### config.mk
export PLATFORM = sky130hd
export DESIGN_NAME = bertg_top
export DESIGN_NICKNAME = d
export VERILOG_FILES = /design/src/design/bertg_pkg.sv /design/src/design/bertg_top.sv
export VERILOG_INCLUDE_DIRS = /design/src /design/src/design
export SDC_FILE = /design/constraint.sdc
export NUM_CORES = 1
export LEC_CHECK = 0
export BUFFER_PORTS_ARGS = -buffer_cell sky130_fd_sc_hd__buf_2
export CORE_MARGIN = 5
export CORE_UTILIZATION = 37
export DETAILED_ROUTE_END_ITERATION = 10
export GPL_ROUTABILITY_DRIVEN = 0
export GPL_TIMING_DRIVEN = 0
export HOLD_SLACK_MARGIN = 0.05
export PLACE_DENSITY = 0.53
export SLEW_MARGIN = 20
export SYNTH_ARGS = -nofsm -noshare
export SYNTH_HDL_FRONTEND = slang
export SYNTH_HIERARCHICAL = 1
export SYNTH_SLANG_ARGS = --single-unit
### constraint.sdc
create_clock -name clk -period 7.4 [get_ports clk]
set_input_delay 0.74 -clock clk [delete_from_list [all_inputs] [get_ports clk]]
set_output_delay 0.74 -clock clk [all_outputs]
set_load 0.005 [all_outputs]
### src/design/bertg_cfg.svh
`ifndef BERTG_CFG_SVH
`define BERTG_CFG_SVH

// register byte offsets
`define BERTG_OFS_CTRL      8'h00
`define BERTG_OFS_PCFG      8'h04
`define BERTG_OFS_SEED      8'h08
`define BERTG_OFS_EINS      8'h0C
`define BERTG_OFS_STAT      8'h10
`define BERTG_OFS_SHIFT     8'h14

// tester_control_reg fields
`define BERTG_CTRL_EN       0
`define BERTG_CTRL_DIR      1
`define BERTG_CTRL_LOAD     2
`define BERTG_CTRL_INV      3
`define BERTG_CTRL_RXBIN    4
`define BERTG_CTRL_TXBIN    5

// pattern_config_reg fields
`define BERTG_PCFG_LEN_LSB  0
`define BERTG_PCFG_TAP_LSB  8
`define BERTG_PCFG_QRSS     16
`define BERTG_PCFG_REP      17

// tx_error_insert_ctrl_reg fields
`define BERTG_EINS_RATE_LSB 0
`define BERTG_EINS_SEN      3
`define BERTG_EINS_SWREQ    4

// status fields
`define BERTG_STAT_RUN      0
`define BERTG_STAT_PEND     1
`define BERTG_STAT_FULL     2
`define BERTG_STAT_BINERR   3

// reset values
`define BERTG_RST_LEN       6'h0F
`define BERTG_RST_TAP       6'h0E
`define BERTG_RST_SEED      32'hFFFF_FFFF

// fixed taps and widths of quasi-random mode
`define BERTG_QRSS_TAP_A    17
`define BERTG_QRSS_TAP_B    20
`define BERTG_QRSS_ZRUN     14

`endif

### src/design/bertg_pkg.sv
package bertg_pkg;

  typedef enum logic [1:0] {
    BERTG_MODE_PRBS,
    BERTG_MODE_REP,
    BERTG_MODE_QRSS
  } bertg_mode_t;

  typedef struct packed {
    logic enable;
    logic direction;
    logic invert;
    logic rx_binary;
    logic tx_binary;
  } bertg_ctrl_t;

  typedef struct packed {
    logic valid;
    logic data;
  } bertg_beat_t;

endpackage

### src/design/bertg_top.sv
// What this block does
// 32-bit shift register shifts bit 1 toward bit 32; feedback enters bit 1.
// pseudorandom feedback is bit n XOR bit y.
// repetitive feedback is bit n, so the pattern recirculates.
// length n and tap y are separate fields, 1 to 32, y below n.
// the feedback bit is the serial output bit.
// quasi-random: feedback bits 17 XOR 20; output one when 14 bits zero.
// pseudorandom and quasi-random force feedback one when bits 1-31 are zero.
// a new load puts the seed, masked to n bits, into the register.
// inversion control inverts every generated bit.
// rate insertion flips one bit in every 10^n, n from a 3-bit field.
// single-error enable allows one error per software or pin request.
// load happens on a 0-to-1 of the load bit, only while enabled.
// direction 0 feeds the line transmitter, 1 the system receive pins.
// pin rising edges between opportunities give one error only.
// data is binary NRZ; both binary selects must be set while enabled.
// rate code 0 disables insertion, codes 1 to 7 are the exponent.
`include "bertg_cfg.svh"
`timescale 1ns/1ps
`default_nettype none

module bertg_fifo #(
  parameter int WIDTH = 1,
  parameter int DEPTH = 32
) (
  input  wire logic             clk,
  input  wire logic             rst_n,
  input  wire logic             in_valid,
  input  wire logic [WIDTH-1:0] in_data,
  output logic                  in_ready,
  output logic                  out_valid,
  output logic      [WIDTH-1:0] out_data,
  input  wire logic             out_ready
);
  localparam int AW = $clog2(DEPTH);

  logic [WIDTH-1:0] mem [DEPTH];
  logic [AW:0]      wr_q;
  logic [AW:0]      rd_q;
  logic             push, pop;

  if (DEPTH < 2 || (1 << AW) != DEPTH || WIDTH < 1) begin : g_bad_depth
    $error("bertg_fifo: DEPTH must be a power of two of at least 2");
  end

  assign in_ready  = (wr_q[AW] == rd_q[AW]) || (wr_q[AW-1:0] != rd_q[AW-1:0]);
  assign out_valid = (wr_q != rd_q);
  assign out_data  = mem[rd_q[AW-1:0]];
  assign push      = in_valid && in_ready;
  assign pop       = out_valid && out_ready;

  always_ff @(posedge clk) begin
    if (push) begin
      mem[wr_q[AW-1:0]] <= in_data;
    end
  end
  always_ff @(posedge clk) begin
    if (!rst_n) begin
      wr_q <= '0;
      rd_q <= '0;
    end else begin
      if (push) begin
        wr_q <= wr_q + 1'b1;
      end
      if (pop) begin
        rd_q <= rd_q + 1'b1;
      end
    end
  end
endmodule

module bertg_top
  import bertg_pkg::*;
#(
  parameter int BIT_DIV    = 1,
  parameter int FIFO_DEPTH = 32
) (
  input  wire logic        clk,
  input  wire logic        rst_n,
  input  wire logic [7:0]  paddr,
  input  wire logic        psel,
  input  wire logic        penable,
  input  wire logic        pwrite,
  input  wire logic [31:0] pwdata,
  output logic      [31:0] prdata,
  output logic             pready,
  output logic             pslverr,
  input  wire logic        manual_error_pin,
  input  wire logic        sink_ready,
  output bertg_beat_t      line_tx_q,
  output bertg_beat_t      sys_rx_q,
  output logic             tx_binary_select,
  output logic             rx_binary_select
);
  bertg_ctrl_t ctrl_q;
  logic        load_bit_q;
  logic [5:0]  len_q;
  logic [5:0]  tap_q;
  bertg_mode_t mode_q;
  logic [31:0] seed_q;
  logic [2:0]  rate_q;
  logic        sen_q;
  logic [31:0] sr_q;
  logic        pend_q, pin_q;
  logic [23:0] ecnt_q;
  logic [15:0] div_q;
  logic        tick, acc, wr_acc, load_req, sw_err, pin_rise, drain, err_d;
  logic        fb, gen_bit, rate_hit, gen;
  logic        fifo_in_ready, fifo_out_valid, fifo_out_data;
  logic [31:0] seed_mask;
  logic [31:0] rd_d;

  // the bit-time divider counts in 16 bits
  if (BIT_DIV < 1 || BIT_DIV > 65535) begin : g_bad_div
    $error("bertg_top: BIT_DIV must lie in 1..65535");
  end

  function automatic logic [23:0] rate_limit(input logic [2:0] code);
    case (code)
      3'h1:    rate_limit = 24'h00_0009;
      3'h2:    rate_limit = 24'h00_0063;
      3'h3:    rate_limit = 24'h00_03E7;
      3'h4:    rate_limit = 24'h00_270F;
      3'h5:    rate_limit = 24'h01_869F;
      3'h6:    rate_limit = 24'h0F_423F;
      default: rate_limit = 24'h98_967F;
    endcase
  endfunction
  // apb: registered answer, pready high during the first access cycle
  assign acc    = psel && penable && pready;
  assign wr_acc = acc && pwrite;

  always_comb begin
    rd_d  = 32'h0000_0000;
    err_d = 1'b0;
    if (paddr == `BERTG_OFS_CTRL) begin
      rd_d[`BERTG_CTRL_EN]    = ctrl_q.enable;
      rd_d[`BERTG_CTRL_DIR]   = ctrl_q.direction;
      rd_d[`BERTG_CTRL_LOAD]  = load_bit_q;
      rd_d[`BERTG_CTRL_INV]   = ctrl_q.invert;
      rd_d[`BERTG_CTRL_RXBIN] = ctrl_q.rx_binary;
      rd_d[`BERTG_CTRL_TXBIN] = ctrl_q.tx_binary;
    end else if (paddr == `BERTG_OFS_PCFG) begin
      rd_d[`BERTG_PCFG_LEN_LSB +: 6] = len_q;
      rd_d[`BERTG_PCFG_TAP_LSB +: 6] = tap_q;
      rd_d[`BERTG_PCFG_QRSS]         = (mode_q == BERTG_MODE_QRSS);
      rd_d[`BERTG_PCFG_REP]          = (mode_q == BERTG_MODE_REP);
    end else if (paddr == `BERTG_OFS_SEED) begin
      rd_d = seed_q;
    end else if (paddr == `BERTG_OFS_EINS) begin
      rd_d[`BERTG_EINS_RATE_LSB +: 3] = rate_q;
      rd_d[`BERTG_EINS_SEN]           = sen_q;
    end else if (paddr == `BERTG_OFS_STAT) begin
      rd_d[`BERTG_STAT_RUN]    = ctrl_q.enable;
      rd_d[`BERTG_STAT_PEND]   = pend_q;
      rd_d[`BERTG_STAT_FULL]   = !fifo_in_ready;
      rd_d[`BERTG_STAT_BINERR] = ctrl_q.enable && !(ctrl_q.rx_binary && ctrl_q.tx_binary);
    end else if (paddr == `BERTG_OFS_SHIFT) begin
      rd_d = sr_q;
    end else begin
      err_d = 1'b1;
    end
  end

  always_ff @(posedge clk) begin
    if (!rst_n) begin
      pready  <= 1'b0;
      prdata  <= 32'h0000_0000;
      pslverr <= 1'b0;
    end else begin
      pready  <= psel && !penable;
      prdata  <= (psel && !penable && !pwrite) ? rd_d : 32'h0000_0000;
      pslverr <= psel && !penable && err_d;
    end
  end

  always_ff @(posedge clk) begin
    if (!rst_n) begin
      ctrl_q     <= '0;
      load_bit_q <= 1'b0;
    end else if (wr_acc && paddr == `BERTG_OFS_CTRL) begin
      ctrl_q.enable    <= pwdata[`BERTG_CTRL_EN];
      ctrl_q.direction <= pwdata[`BERTG_CTRL_DIR];
      ctrl_q.invert    <= pwdata[`BERTG_CTRL_INV];
      ctrl_q.rx_binary <= pwdata[`BERTG_CTRL_RXBIN];
      ctrl_q.tx_binary <= pwdata[`BERTG_CTRL_TXBIN];
      load_bit_q       <= pwdata[`BERTG_CTRL_LOAD];
    end
  end
  // enable written in the same access counts, so enable-and-load works in one write
  assign load_req = wr_acc && paddr == `BERTG_OFS_CTRL && pwdata[`BERTG_CTRL_LOAD]
                    && !load_bit_q && pwdata[`BERTG_CTRL_EN];

  always_ff @(posedge clk) begin
    if (!rst_n) begin
      len_q  <= `BERTG_RST_LEN;
      tap_q  <= `BERTG_RST_TAP;
      mode_q <= BERTG_MODE_PRBS;
    end else if (wr_acc && paddr == `BERTG_OFS_PCFG) begin
      len_q  <= pwdata[`BERTG_PCFG_LEN_LSB +: 6];
      tap_q  <= pwdata[`BERTG_PCFG_TAP_LSB +: 6];
      if (pwdata[`BERTG_PCFG_QRSS]) begin
        mode_q <= BERTG_MODE_QRSS;
      end else if (pwdata[`BERTG_PCFG_REP]) begin
        mode_q <= BERTG_MODE_REP;
      end else begin
        mode_q <= BERTG_MODE_PRBS;
      end
    end
  end

  always_ff @(posedge clk) begin
    if (!rst_n) begin
      seed_q <= `BERTG_RST_SEED;
    end else if (wr_acc && paddr == `BERTG_OFS_SEED) begin
      seed_q <= pwdata;
    end
  end
  always_ff @(posedge clk) begin
    if (!rst_n) begin
      rate_q <= 3'h0;
      sen_q  <= 1'b0;
    end else if (wr_acc && paddr == `BERTG_OFS_EINS) begin
      rate_q <= pwdata[`BERTG_EINS_RATE_LSB +: 3];
      sen_q  <= pwdata[`BERTG_EINS_SEN];
    end
  end
  // bit-time enable
  always_ff @(posedge clk) begin
    if (!rst_n || div_q == 16'(BIT_DIV - 1)) begin
      div_q <= 16'h0000;
    end else begin
      div_q <= div_q + 16'h0001;
    end
  end
  assign tick = (div_q == 16'(BIT_DIV - 1));

  // pattern generator; a full fifo stalls it so no bit is dropped, but a load flushes the bits still queued in the fifo
  always_comb begin
    if (mode_q == BERTG_MODE_QRSS) begin
      fb = sr_q[`BERTG_QRSS_TAP_A-1] ^ sr_q[`BERTG_QRSS_TAP_B-1];
    end else if (mode_q == BERTG_MODE_REP) begin
      fb = sr_q[5'(len_q - 6'd1)];
    end else begin
      fb = sr_q[5'(len_q - 6'd1)] ^ sr_q[5'(tap_q - 6'd1)];
    end
    if (mode_q != BERTG_MODE_REP && sr_q[30:0] == 31'h0000_0000) begin
      fb = 1'b1;
    end
  end

  assign seed_mask = (len_q >= 6'd32) ? 32'hFFFF_FFFF : ((32'h0000_0001 << len_q) - 32'h0000_0001);
  assign gen       = ctrl_q.enable && !load_req && fifo_in_ready;
  assign rate_hit  = (rate_q != 3'h0) && (ecnt_q >= rate_limit(rate_q));

  always_ff @(posedge clk) begin
    if (!rst_n) begin
      sr_q <= 32'h0000_0000;
    end else if (load_req) begin
      sr_q <= seed_q & seed_mask;
    end else if (gen) begin
      sr_q <= {sr_q[30:0], fb};
    end
  end
  always_ff @(posedge clk) begin
    if (!rst_n || rate_q == 3'h0 || load_req) begin
      ecnt_q <= 24'h00_0000;
    end else if (gen) begin
      ecnt_q <= rate_hit ? 24'h00_0000 : ecnt_q + 24'h00_0001;
    end
  end
  // single error: request edges collapse into one pending flag; a new
  // request arriving as the flag is consumed keeps it set
  assign sw_err   = wr_acc && paddr == `BERTG_OFS_EINS && pwdata[`BERTG_EINS_SWREQ];
  assign pin_rise = manual_error_pin && !pin_q;

  always_ff @(posedge clk) begin
    if (!rst_n) begin
      pin_q  <= 1'b0;
      pend_q <= 1'b0;
    end else begin
      pin_q <= manual_error_pin;
      if (sen_q && (sw_err || pin_rise)) begin
        pend_q <= 1'b1;
      end else if (gen || !sen_q) begin
        pend_q <= 1'b0;
      end
    end
  end

  always_comb begin
    gen_bit = fb;
    if (mode_q == BERTG_MODE_QRSS && sr_q[`BERTG_QRSS_ZRUN-1:0] == 14'h0000) begin
      gen_bit = 1'b1;
    end
    gen_bit = gen_bit ^ ctrl_q.invert ^ rate_hit ^ pend_q;
  end

  bertg_fifo #(
    .WIDTH (1),
    .DEPTH (FIFO_DEPTH)
  ) u_fifo (
    .clk       (clk),
    .rst_n     (rst_n && !load_req),
    .in_valid  (gen),
    .in_data   (gen_bit),
    .in_ready  (fifo_in_ready),
    .out_valid (fifo_out_valid),
    .out_data  (fifo_out_data),
    .out_ready (drain)
  );
  assign drain = tick && sink_ready;

  // one beat per bit time toward the side picked by the direction bit
  always_ff @(posedge clk) begin
    if (!rst_n) begin
      line_tx_q <= '0;
      sys_rx_q  <= '0;
    end else if (drain) begin
      line_tx_q.valid <= fifo_out_valid && !ctrl_q.direction;
      line_tx_q.data  <= fifo_out_data && !ctrl_q.direction;
      sys_rx_q.valid  <= fifo_out_valid && ctrl_q.direction;
      sys_rx_q.data   <= fifo_out_data && ctrl_q.direction;
    end else begin
      line_tx_q.valid <= 1'b0;
      sys_rx_q.valid  <= 1'b0;
    end
  end
  always_ff @(posedge clk) begin
    if (!rst_n) begin
      tx_binary_select <= 1'b0;
      rx_binary_select <= 1'b0;
    end else begin
      tx_binary_select <= ctrl_q.tx_binary;
      rx_binary_select <= ctrl_q.rx_binary;
    end
  end
endmodule

`default_nettype wire

==> impl_metrics.env, run 1 <==
export IMPL_status="finished clean"
export IMPL_antenna_found_initial=0
export IMPL_worst_hold_path_type="in -> reg"
export IMPL_final_util=0.4351
export IMPL_grt_busiest_layer="met2"
export IMPL_rrSetupSlack_ns=2.79
export IMPL_nets=1559
export IMPL_cp_arrival_ns=4.87
export IMPL_critPathCaptureType="flip-flop"
export IMPL_fin_ws_ns=2.788
export IMPL_rsz0062_at_grt="no"
export IMPL_ys_warn_count=6
export IMPL_cts_tree="done"
export IMPL_fin_skew_ns=0.02739
export IMPL_relSlewSlack=0.3557
export IMPL_cts_buffers=26
export IMPL_finalSetupViolCount=0
export IMPL_fmax_mhz=216.8
export IMPL_syn_nets=1445
export IMPL_hold_path_depth=3
export IMPL_start_kind="flip-flop"
export IMPL_hold_viol=0
export IMPL_drc=0
export IMPL_async_flop_share=0
export IMPL_grt_overflow_total=0
export IMPL_p_clk_frac=0.503
export IMPL_avgSynthCellArea_sq_um=8.503
export IMPL_dp_hpwl_um=27880
export IMPL_synthFlopType="dfxtp_1"
export IMPL_final_cell_mix="261 x nand2_1, 187 x dfxtp_1, 139 x nor2_1"
export IMPL_die_x_um=187.0
export IMPL_p_int_mw=1.988
export IMPL_path_class="reg -> reg"
export IMPL_reg2reg_depth=12
export IMPL_ys_seq_area_frac=0.4059
export IMPL_drv_slew=0
export IMPL_port_buffers=85
export IMPL_syn_instance_count=1363
export IMPL_fp_coreArea_sq_um=30750
export IMPL_power_density_nw_per_um2=188.8
export IMPL_crit_fanout=17
export IMPL_fin_crit_sh=0.6232
export IMPL_p_switching_mw=0.5372
export IMPL_grt_max_degree=18
export IMPL_cap_violations=0
export IMPL_ctsHoldBuffers=0
export IMPL_drive_above_1_share=0.1370
export IMPL_drt_pre_antenna_iters=6
export IMPL_cts_repair_resize_count=0
export IMPL_gr_usage_met2=0.3241
export IMPL_track_usage=0.2087
export IMPL_dr_total_vias=10500
export IMPL_min_period_ns=4.612
export IMPL_die_h_um=187.0
export IMPL_use_met1=0.2911
export IMPL_cts_max_level=1
export IMPL_ant_nets=0
export IMPL_root_buffer="clkbuf_16"
export IMPL_rows=64
export IMPL_wirelength_um=37450
export IMPL_swShare=0.2127
export IMPL_synth_seq_cells=219
export IMPL_grt_pass1_wl_um=59010
export IMPL_tightest_slew_ns=0.9665
export IMPL_grt_pass1_vias=10100
export IMPL_synth_cell_types=80
export IMPL_syn_to_final_growth_pct=15.44
export IMPL_io_pins=87
export IMPL_cts_sinks=219
export IMPL_clk_latency_ns=0.54
export IMPL_synth_area_sq_um=11590
export IMPL_ctsLongestPathBuffers=3
export IMPL_cts_setup_buffers=0
export IMPL_layout_commonest_cell="nand2_1"
export IMPL_viasPerCell=5.547
export IMPL_routedWlPerCell_um=19.80
export IMPL_cp_required_ns=7.66
export IMPL_die_area_sq_um=34960
export IMPL_p_leak_nw=5.051
export IMPL_p_seq_frac=0.477
export IMPL_comb_power_share=0.020
export IMPL_first_iter_violations=1007
export IMPL_antenna_cells=0
export IMPL_met3_usage=0.04069
export IMPL_path_clk_slew_ns=0.06
export IMPL_start_util=0.3769
export IMPL_ir_worst_vdd_v=0.0001682
export IMPL_synth_edf_count=32
export IMPL_dp_slack_ns=2.926
export IMPL_setup_tns_ns=0
layout make-up:
cell class / count / area, sq um
Fill cell: 3152 / 17370
Inverter: 21 / 78.83
Timing Repair Buffer: 86 / 436.7
Tap cell: 396 / 495.5
Buffer: 86 / 369.1
Clock inverter: 10 / 102.6
Sequential cell: 219 / 4705
Multi-Input combinational cell: 1037 / 6445
Clock buffer: 37 / 747.0
power groups by stage:
| stage | Combinational, mW | Sequential (mW) | Clock (mW) |
|---|---|---|---|
| finish | 0.0494 | 1.20 | 1.27 |
| global route | 0.0535 | 1.20 | 1.36 |
| floorplan | 0.0180 | 1.23 | 0 |
| detailed placement | 0.0496 | 1.23 | 0 |
| global placement | 0.0493 | 1.23 | 0 |
| CTS | 0.0497 | 1.20 | 1.30 |
metrics by stage:
stage	area (sq um)	hold slack (ns)	power (mW)	std cells
final	13380	0.4106	2.526	1892
after CTS	13380	0.3917	2.558	1892
after floorplan	11590	0.4217	1.249	1363
after global routing	13380	0.4038	2.616	1892
after global placement	12510	0.4397	1.280	1844
after detailed placement	12530	0.4464	1.280	1845
worst max-delay path, cell delays in order (launching register included):
cell and delay (ns):
dfxtp_1 0.52, buf_2 0.41, inv_1 0.17, ha_1 0.34, buf_1 0.43, mux4_2 0.58, mux2_2 0.29, o221ai_1 0.19
a21oi_1 0.12, xor2_1 0.17, o31ai_2 0.50, xnor2_2 0.34, buf_6 0.26
sequential cells by signal (all words and copies together), names as in the netlist, named ones only:
signal / flops
rx_binary_select: 1
tx_binary_select: 1
div_q: 16
rate_q: 3
ecnt_q: 24
u_fifo/wr_q: 6
mode_q: 2
u_fifo/rd_q: 6
line_tx_q: 2
tap_q: 6
ctrl_q: 5
pslverr: 1
pready: 1
sen_q: 1
len_q: 6
sr_q: 32
load_bit_q: 1
pin_q: 1
seed_q: 32
pend_q: 1
sys_rx_q: 2
u_fifo/mem: 32
prdata: 32
cell usage after synthesis (7+ instances only):
cell type / count / area [sq um]
o211ai_1: 10 / 75.07
nand4_1: 14 / 87.58
a22oi_1: 42 / 315.3
mux4_2: 18 / 405.4
inv_1: 20 / 75.07
xnor2_1: 32 / 280.3
o21ai_0: 29 / 145.1
nor2_1: 139 / 521.8
and3_1: 28 / 175.2
o21ai_1: 7 / 35.03
nor4_1: 11 / 68.82
nand3_1: 92 / 460.4
dfxtp_1: 187 / 3744
a311oi_1: 8 / 70.07
nand2_1: 261 / 979.7
a211oi_1: 16 / 120.1
and2_1: 18 / 112.6
xor2_1: 36 / 315.3
nor2b_1: 15 / 93.84
ha_1: 35 / 437.9
edfxtp_1: 32 / 960.9
a31oi_1: 10 / 62.56
mux2i_1: 30 / 300.3
buf_2: 25 / 125.1
nor3_1: 16 / 80.08
clkbuf_1: 56 / 210.2
nand2b_1: 9 / 56.30
a21oi_1: 68 / 340.3
cell families (layout without fill, tap and decap cells):
group	after synthesis	count (layout)	synth area share
buffers and inverters	107	240	0.03865
and+or+nand+nor	642	642	0.2580
DFF	219	219	0.4059
xor gates and xnor gates	71	71	0.05560
adders and majority gates	35	35	0.03778
AOI/OAI and AO/OA	235	235	0.1370
muxes	54	54	0.06704
layer usage:
metal / up-vias / routed length [um]
met1: 4941 / 16640
li1: 5045 / -
met3: 85 / 2916
met5: - / 0
met4: 0 / 1459
met2: 424 / 16430
path summary, 6_finish.rpt:
path	start	to
hold reg to reg	sen_q	pend_q
setup reg to reg	len_q[0]	u_fifo/mem[9]
setup / recovery	len_q[0]	u_fifo/mem[9]
hold / removal	pwdata[20]	seed_q[20]
Note: power is estimated with default switching activity, not from simulation.
==> run 2, diff against run 1 <==
==> constraint.sdc (replaced) <==
create_clock -name clk -period 4.3 [get_ports clk]
set_input_delay 0.43 -clock clk [delete_from_list [all_inputs] [get_ports clk]]
set_output_delay 0.43 -clock clk [all_outputs]
set_load 0.005 [all_outputs]
==> run 2 against run 1 <==
  * Hold slack got worse by 0.31 ns
  * First-iteration DRC count decreased by 12%
  * Largest power group unchanged
  * Wire length about the same
  * Final cell count decreased by 0.11%
  * Via count decreased by 0.18%
  * Combinational power increased by 72%
  * Sequential power increased by 73%
  * Clock skew increased by 0.0041 ns
  * Register-to-register slack got worse by 2.5 ns
  * Clock power increased by 72%
==> impl_metrics.env, run 2 (synthesized netlist as in run 1, its figures left out) <==
export IMPL_status="finished clean"
export IMPL_cp_arrival_ns=4.29
export IMPL_hold_viol=0
export IMPL_fin_total_pwr_mw=4.346
export IMPL_dr_total_vias=10480
export IMPL_finalSetupViolCount=0
export IMPL_wirelength_um=37420
export IMPL_fin_skew_ns=0.03146
export IMPL_routedWlPerCell_um=19.80
export IMPL_path_class="reg -> reg"
export IMPL_cts_sinks=219
export IMPL_grt_pass1_wl_um=59010
export IMPL_start_util=0.3769
export IMPL_rows=64
export IMPL_ir_worst_vdd_v=0.0002888
export IMPL_cts_max_level=1
export IMPL_relSlewSlack=0.3763
export IMPL_hold_path_depth=3
export IMPL_root_buffer="clkbuf_16"
export IMPL_die_x_um=187.0
export IMPL_crit_fanout=17
export IMPL_whs_ns=0.09859
export IMPL_worstReg2RegStart="len_q[0]"
export IMPL_cts_buffers=26
export IMPL_hp_start="pwdata[20]"
export IMPL_fp_coreArea_sq_um=30750
export IMPL_reg2reg_to="u_fifo/mem[9]"
export IMPL_dp_hpwl_um=27880
export IMPL_p_leak_nw=5.049
export IMPL_die_h_um=187.0
export IMPL_nets=1557
export IMPL_io_pins=87
export IMPL_antenna_cells=0
export IMPL_grt_overflow_total=0
export IMPL_path_clk_slew_ns=0.06
export IMPL_grt_pass1_vias=10100
export IMPL_worst_hold_path_type="in -> reg"
export IMPL_power_density_nw_per_um2=324.4
export IMPL_die_area_sq_um=34960
export IMPL_cts_tree="done"
export IMPL_clk_latency_ns=0.54
export IMPL_final_cell_mix="261 x nand2_1, 187 x dfxtp_1, 139 x nor2_1"
export IMPL_fin_ws_ns=0.2671
export IMPL_fmax_mhz=248.0
export IMPL_hold_end="seed_q[20]"
export IMPL_tightest_slew_ns=0.9356
export IMPL_min_period_ns=4.033
export IMPL_drive_above_1_share=0.1386
export IMPL_cap_violations=0
export IMPL_drc=0
export IMPL_ctsLongestPathBuffers=3
export IMPL_dp_slack_ns=-0.1741
export IMPL_syn_to_final_growth_pct=15.61
export IMPL_ctsHoldBuffers=0
export IMPL_drv_slew=0
export IMPL_rrSetupSlack_ns=0.27
export IMPL_num_fill_cells=3147
export IMPL_dpl_cell_count=1845
export IMPL_fin_crit_sh=0.9379
export IMPL_reg2reg_depth=11
export IMPL_ant_nets=0
export IMPL_critPathCaptureType="flip-flop"
export IMPL_fin_cells=1890
export IMPL_viasPerCell=5.543
export IMPL_rsz0062_at_grt="no"
export IMPL_track_usage=0.2087
export IMPL_grt_max_degree=18
export IMPL_antenna_found_initial=0
export IMPL_port_buffers=85
export IMPL_cp_required_ns=4.56
export IMPL_drt_pre_antenna_iters=5
export IMPL_first_iter_violations=882
export IMPL_layout_commonest_cell="nand2_1"
export IMPL_start_kind="flip-flop"
-- run 2: how the worst max path moves through the flow --
stage / from / endpoint / slack [ns] / cells past startpoint
final: len_q[0] / u_fifo/mem[9] / 0.27 / 11
after global routing: len_q[0] / u_fifo/mem[21] / 0.17 / 11
after detailed placement: len_q[0] / u_fifo/mem[9] / -0.17 / 12
after global placement: len_q[0] / u_fifo/mem[7] / -1.32 / 11
after CTS: tap_q[0] / u_fifo/mem[20] / 0.01 / 13
after floorplan: len_q[0] / u_fifo/mem[0] / 0.25 / 11
-- run 2: where the power goes --
group	leakage, nW	internal (mW)	switching [mW]
combinational	2.84	0.0271	0.0579
sequential	1.79	2.07	0.000854
clock	0.422	1.32	0.866
total	5.05	3.42	0.925
-- run 2: layout make-up --
class                           instances  area (sq um)  share of cell area
Clock buffer                           37         747.0             0.05575
Tap cell                              396         495.5             0.03698
Clock inverter                         10         102.6            0.007657
Timing Repair Buffer                   86         436.7             0.03259
Sequential cell                       219          4705              0.3511
Inverter                               21         78.83            0.005883
Buffer                                 84         364.1             0.02717
Multi-Input combinational cell       1037          6470              0.4829
-- run 2: per-layer routing --
metal	share of wire	GRT usage
met5	0	0
met1	0.44	0.2913
met2	0.44	0.3241
met3	0.079	0.04069
met4	0.039	0.07281
-- run 2: repair_timing --
| action | CTS | global route |
|---|---|---|
| resized for setup | 1 | 4 |
| buffers inserted | 0 | 0 |
| setup endpoints to repair | 32 | 32 |
-- run 2: worst max-delay path, cell delays in order (launching register included) --
cell      delay [ns]
dfxtp_1         0.52
clkbuf_4        0.36
inv_1           0.14
ha_2            0.50
mux4_2          0.54
mux2_2          0.29
o221ai_1        0.20
a21oi_1         0.13
xor2_1          0.19
o31ai_4         0.44
xnor2_4         0.22
buf_6           0.22
-- run 2: metrics by stage --
stage	instance area, sq um	utilization	setup TNS [ns]
2_1_floorplan	11590	-	0
3_3_place_gp	12510	0.4069	-42.31
3_5_place_dp	12530	0.4075	-2.893
5_1_grt	13400	0.4358	0
4_1_cts	13380	0.4351	0
6_report	13400	0.4358	0
==> run 3, diff against run 2 <==
--- a/config.mk
+++ b/config.mk
@@ -8,12 +8,12 @@
 export LEC_CHECK = 0
 export BUFFER_PORTS_ARGS = -buffer_cell sky130_fd_sc_hd__buf_2
 export CORE_MARGIN = 5
-export CORE_UTILIZATION = 37
+export CORE_UTILIZATION = 40
 export DETAILED_ROUTE_END_ITERATION = 10
 export GPL_ROUTABILITY_DRIVEN = 0
 export GPL_TIMING_DRIVEN = 0
 export HOLD_SLACK_MARGIN = 0.05
-export PLACE_DENSITY = 0.53
+export PLACE_DENSITY = 0.57
 export SLEW_MARGIN = 20
 export SYNTH_ARGS = -nofsm -noshare
 export SYNTH_HDL_FRONTEND = slang
==> run 3 against run 2 <==
  * Wire length is 2.8% lower
  * Final cell count decreased by 0.58%
  * Register-to-register slack got worse by 0.05 ns
  * Critical path depth unchanged
  * First-iteration DRC count is 13% higher
  * Die area shrank 7.1%
  * Clock-buffer cell count unchanged
  * Clock skew shrank 0.021 ns
  * Via count about the same
  * Setup slack got worse by 0.048 ns
  * Utilization rose by 3.4 points
  * Critical path type unchanged
  * Largest cell class unchanged
  * Largest power group unchanged
==> impl_metrics.env, run 3 (synthesized netlist as in run 1, its figures left out) <==
export IMPL_finalSetupViolCount=0
export IMPL_relSlewSlack=0.3606
export IMPL_rrSetupSlack_ns=0.22
export IMPL_worst_hold_path_type="in -> reg"
export IMPL_drive_above_1_share=0.1425
export IMPL_grt_pass1_wl_um=56990
export IMPL_root_buffer="clkbuf_16"
export IMPL_drc=0
export IMPL_whs_ns=0.1063
export IMPL_cp_arrival_ns=4.36
export IMPL_power_density_nw_per_um2=335.1
export IMPL_crit_family="multiplexers"
export IMPL_viasPerCell=5.577
export IMPL_path_cells="clkbuf_4, inv_1, ha_2, mux4_2, mux2_2, o221ai_1, a21oi_1, xor2_1, o31ai_2, xnor2_2, buf_8"
export IMPL_fin_total_pwr_mw=4.508
export IMPL_antenna_cells=0
export IMPL_cpPeakStageDelay_ns=0.54
export IMPL_p_leak_nw=5.099
export IMPL_p_switching_mw=0.9349
export IMPL_reg2reg_to="u_fifo/mem[4]"
export IMPL_worst_path_buf_inv=3
export IMPL_rows=62
export IMPL_dp_hpwl_um=27140
export IMPL_min_period_ns=4.080
export IMPL_die_x_um=180.2
export IMPL_tightest_slew_ns=0.9590
export IMPL_first_iter_violations=994
export IMPL_layout_commonest_cell="nand2_1"
export IMPL_p_int_mw=3.573
export IMPL_path_class="reg -> reg"
export IMPL_clk_latency_ns=0.54
export IMPL_hold_viol=0
export IMPL_grt_pass1_vias=9984
export IMPL_cts_sinks=219
export IMPL_ctsLongestPathBuffers=3
export IMPL_grt_max_degree=22
export IMPL_path_depth=11
export IMPL_wirelength_um=36370
export IMPL_start_util=0.4049
export IMPL_drv_slew=0
export IMPL_reg2reg_depth=11
export IMPL_fin_crit_sh=0.9489
export IMPL_status="finished clean"
export IMPL_num_fill_cells=2810
export IMPL_track_usage=0.2158
export IMPL_p_clk_frac=0.521
export IMPL_cap_violations=0
export IMPL_cts_tree="done"
export IMPL_fmax_mhz=245.1
export IMPL_die_area_sq_um=32480
export IMPL_ant_nets=0
export IMPL_cp_required_ns=4.58
export IMPL_syn_to_final_growth_pct=16.07
export IMPL_ir_worst_vdd_v=0.0003220
export IMPL_die_h_um=180.2
export IMPL_rsz0062_at_grt="no"
export IMPL_crit_path_top_delay_cell="mux4_2"
export IMPL_routedWlPerCell_um=19.36
export IMPL_cts_buffers=26
export IMPL_final_cell_mix="261 x nand2_1, 187 x dfxtp_1, 139 x nor2_1"
export IMPL_port_buffers=85
export IMPL_p_seq_frac=0.460
export IMPL_cts_max_level=1
export IMPL_hp_start="pwdata[19]"
export IMPL_nets=1557
export IMPL_fin_skew_ns=0.01088
export IMPL_grt_overflow_total=0
export IMPL_fp_coreArea_sq_um=28630
export IMPL_antenna_found_initial=0
export IMPL_dr_total_vias=10480
export IMPL_critPathCaptureType="flip-flop"
export IMPL_crit_path_start="len_q[0]"
export IMPL_drt_pre_antenna_iters=6
export IMPL_path_clk_slew_ns=0.06
export IMPL_comb_power_share=0.019
export IMPL_crit_fanout=21
export IMPL_swShare=0.2074
export IMPL_worstReg2RegStart="len_q[0]"
export IMPL_endpoint="u_fifo/mem[4]"
export IMPL_start_kind="flip-flop"
export IMPL_io_pins=87
run 3: changes by cell type in the layout (fill, tap and decap cells not counted), sizes merged:
cell	delta
bufinv	+1
run 3: area by class of cell:
cell class,instances,area [sq um],area share
Clock buffer,37,804.5,0.05980
Clock inverter,11,132.6,0.009859
Tap cell,384,480.5,0.03571
Multi-Input combinational cell,1037,6447,0.4793
Timing Repair Buffer,86,440.4,0.03274
Buffer,84,364.1,0.02706
Sequential cell,219,4705,0.3497
Inverter,21,78.83,0.005859
run 3: worst min-delay path by stage:
| stage | end | slack, ns | depth (start not counted) |
|---|---|---|---|
| global route | seed_q[23] | 0.11 | 3 |
| detailed placement | pend_q | 0.45 | 2 |
| finish | seed_q[19] | 0.11 | 3 |
| floorplan | pend_q | 0.42 | 2 |
| CTS | seed_q[15] | 0.09 | 3 |
| global placement | pend_q | 0.44 | 2 |
run 3: timing repair:
item / CTS / global route
endpoints found under the hold margin: 0 / 0
resized for setup: 0 / 2
setup buffers: 0 / 0
gates cloned: 0 / 0
hold buffers: 0 / 0
endpoints found under the setup margin: 21 / 21
run 3: worst min-delay path, delay by kind of cell:
| family | cells | cell delay, ns |
|---|---|---|
| buffers and inverters | 1 | 0.07 |
| and+or+nand+nor | 2 | 0.10 |
run 3: per-stage QoR:
step,std cells,setup slack (ns),instance area [sq um],TNS [ns],util
after floorplan,1363,0.2462,11590,0,-
after global placement,1832,-1.258,12500,-40.22,0.4365
after detailed placement,1833,-0.1123,12520,-2.348,0.4373
after CTS,1880,0.03662,13450,0,0.4699
after global routing,1879,0.02135,13450,0,0.4700
final,1879,0.2195,13450,0,0.4700
run 3: power groups by stage:
stage               Combinational, mW  Clock (mW)  Sequential [mW]
finish                         0.0847        2.35             2.07
global route                   0.0906        2.47             2.07
CTS                            0.0843        2.39             2.07
detailed placement             0.0840           0             2.12
global placement               0.0837           0             2.12
floorplan                      0.0310           0             2.12
run 3: layer usage:
| layer | wire [um] | part of all wire | GRT usage | vias to the layer above |
|---|---|---|---|---|
| met5 | 0 | 0 | 0 | - |
| met4 | 1237 | 0.034 | 0.06503 | 0 |
| met3 | 2853 | 0.078 | 0.03835 | 89 |
| met2 | 16060 | 0.44 | 0.3382 | 399 |
| met1 | 16230 | 0.45 | 0.3055 | 4959 |
| li1 | - | - | - | 5032 |
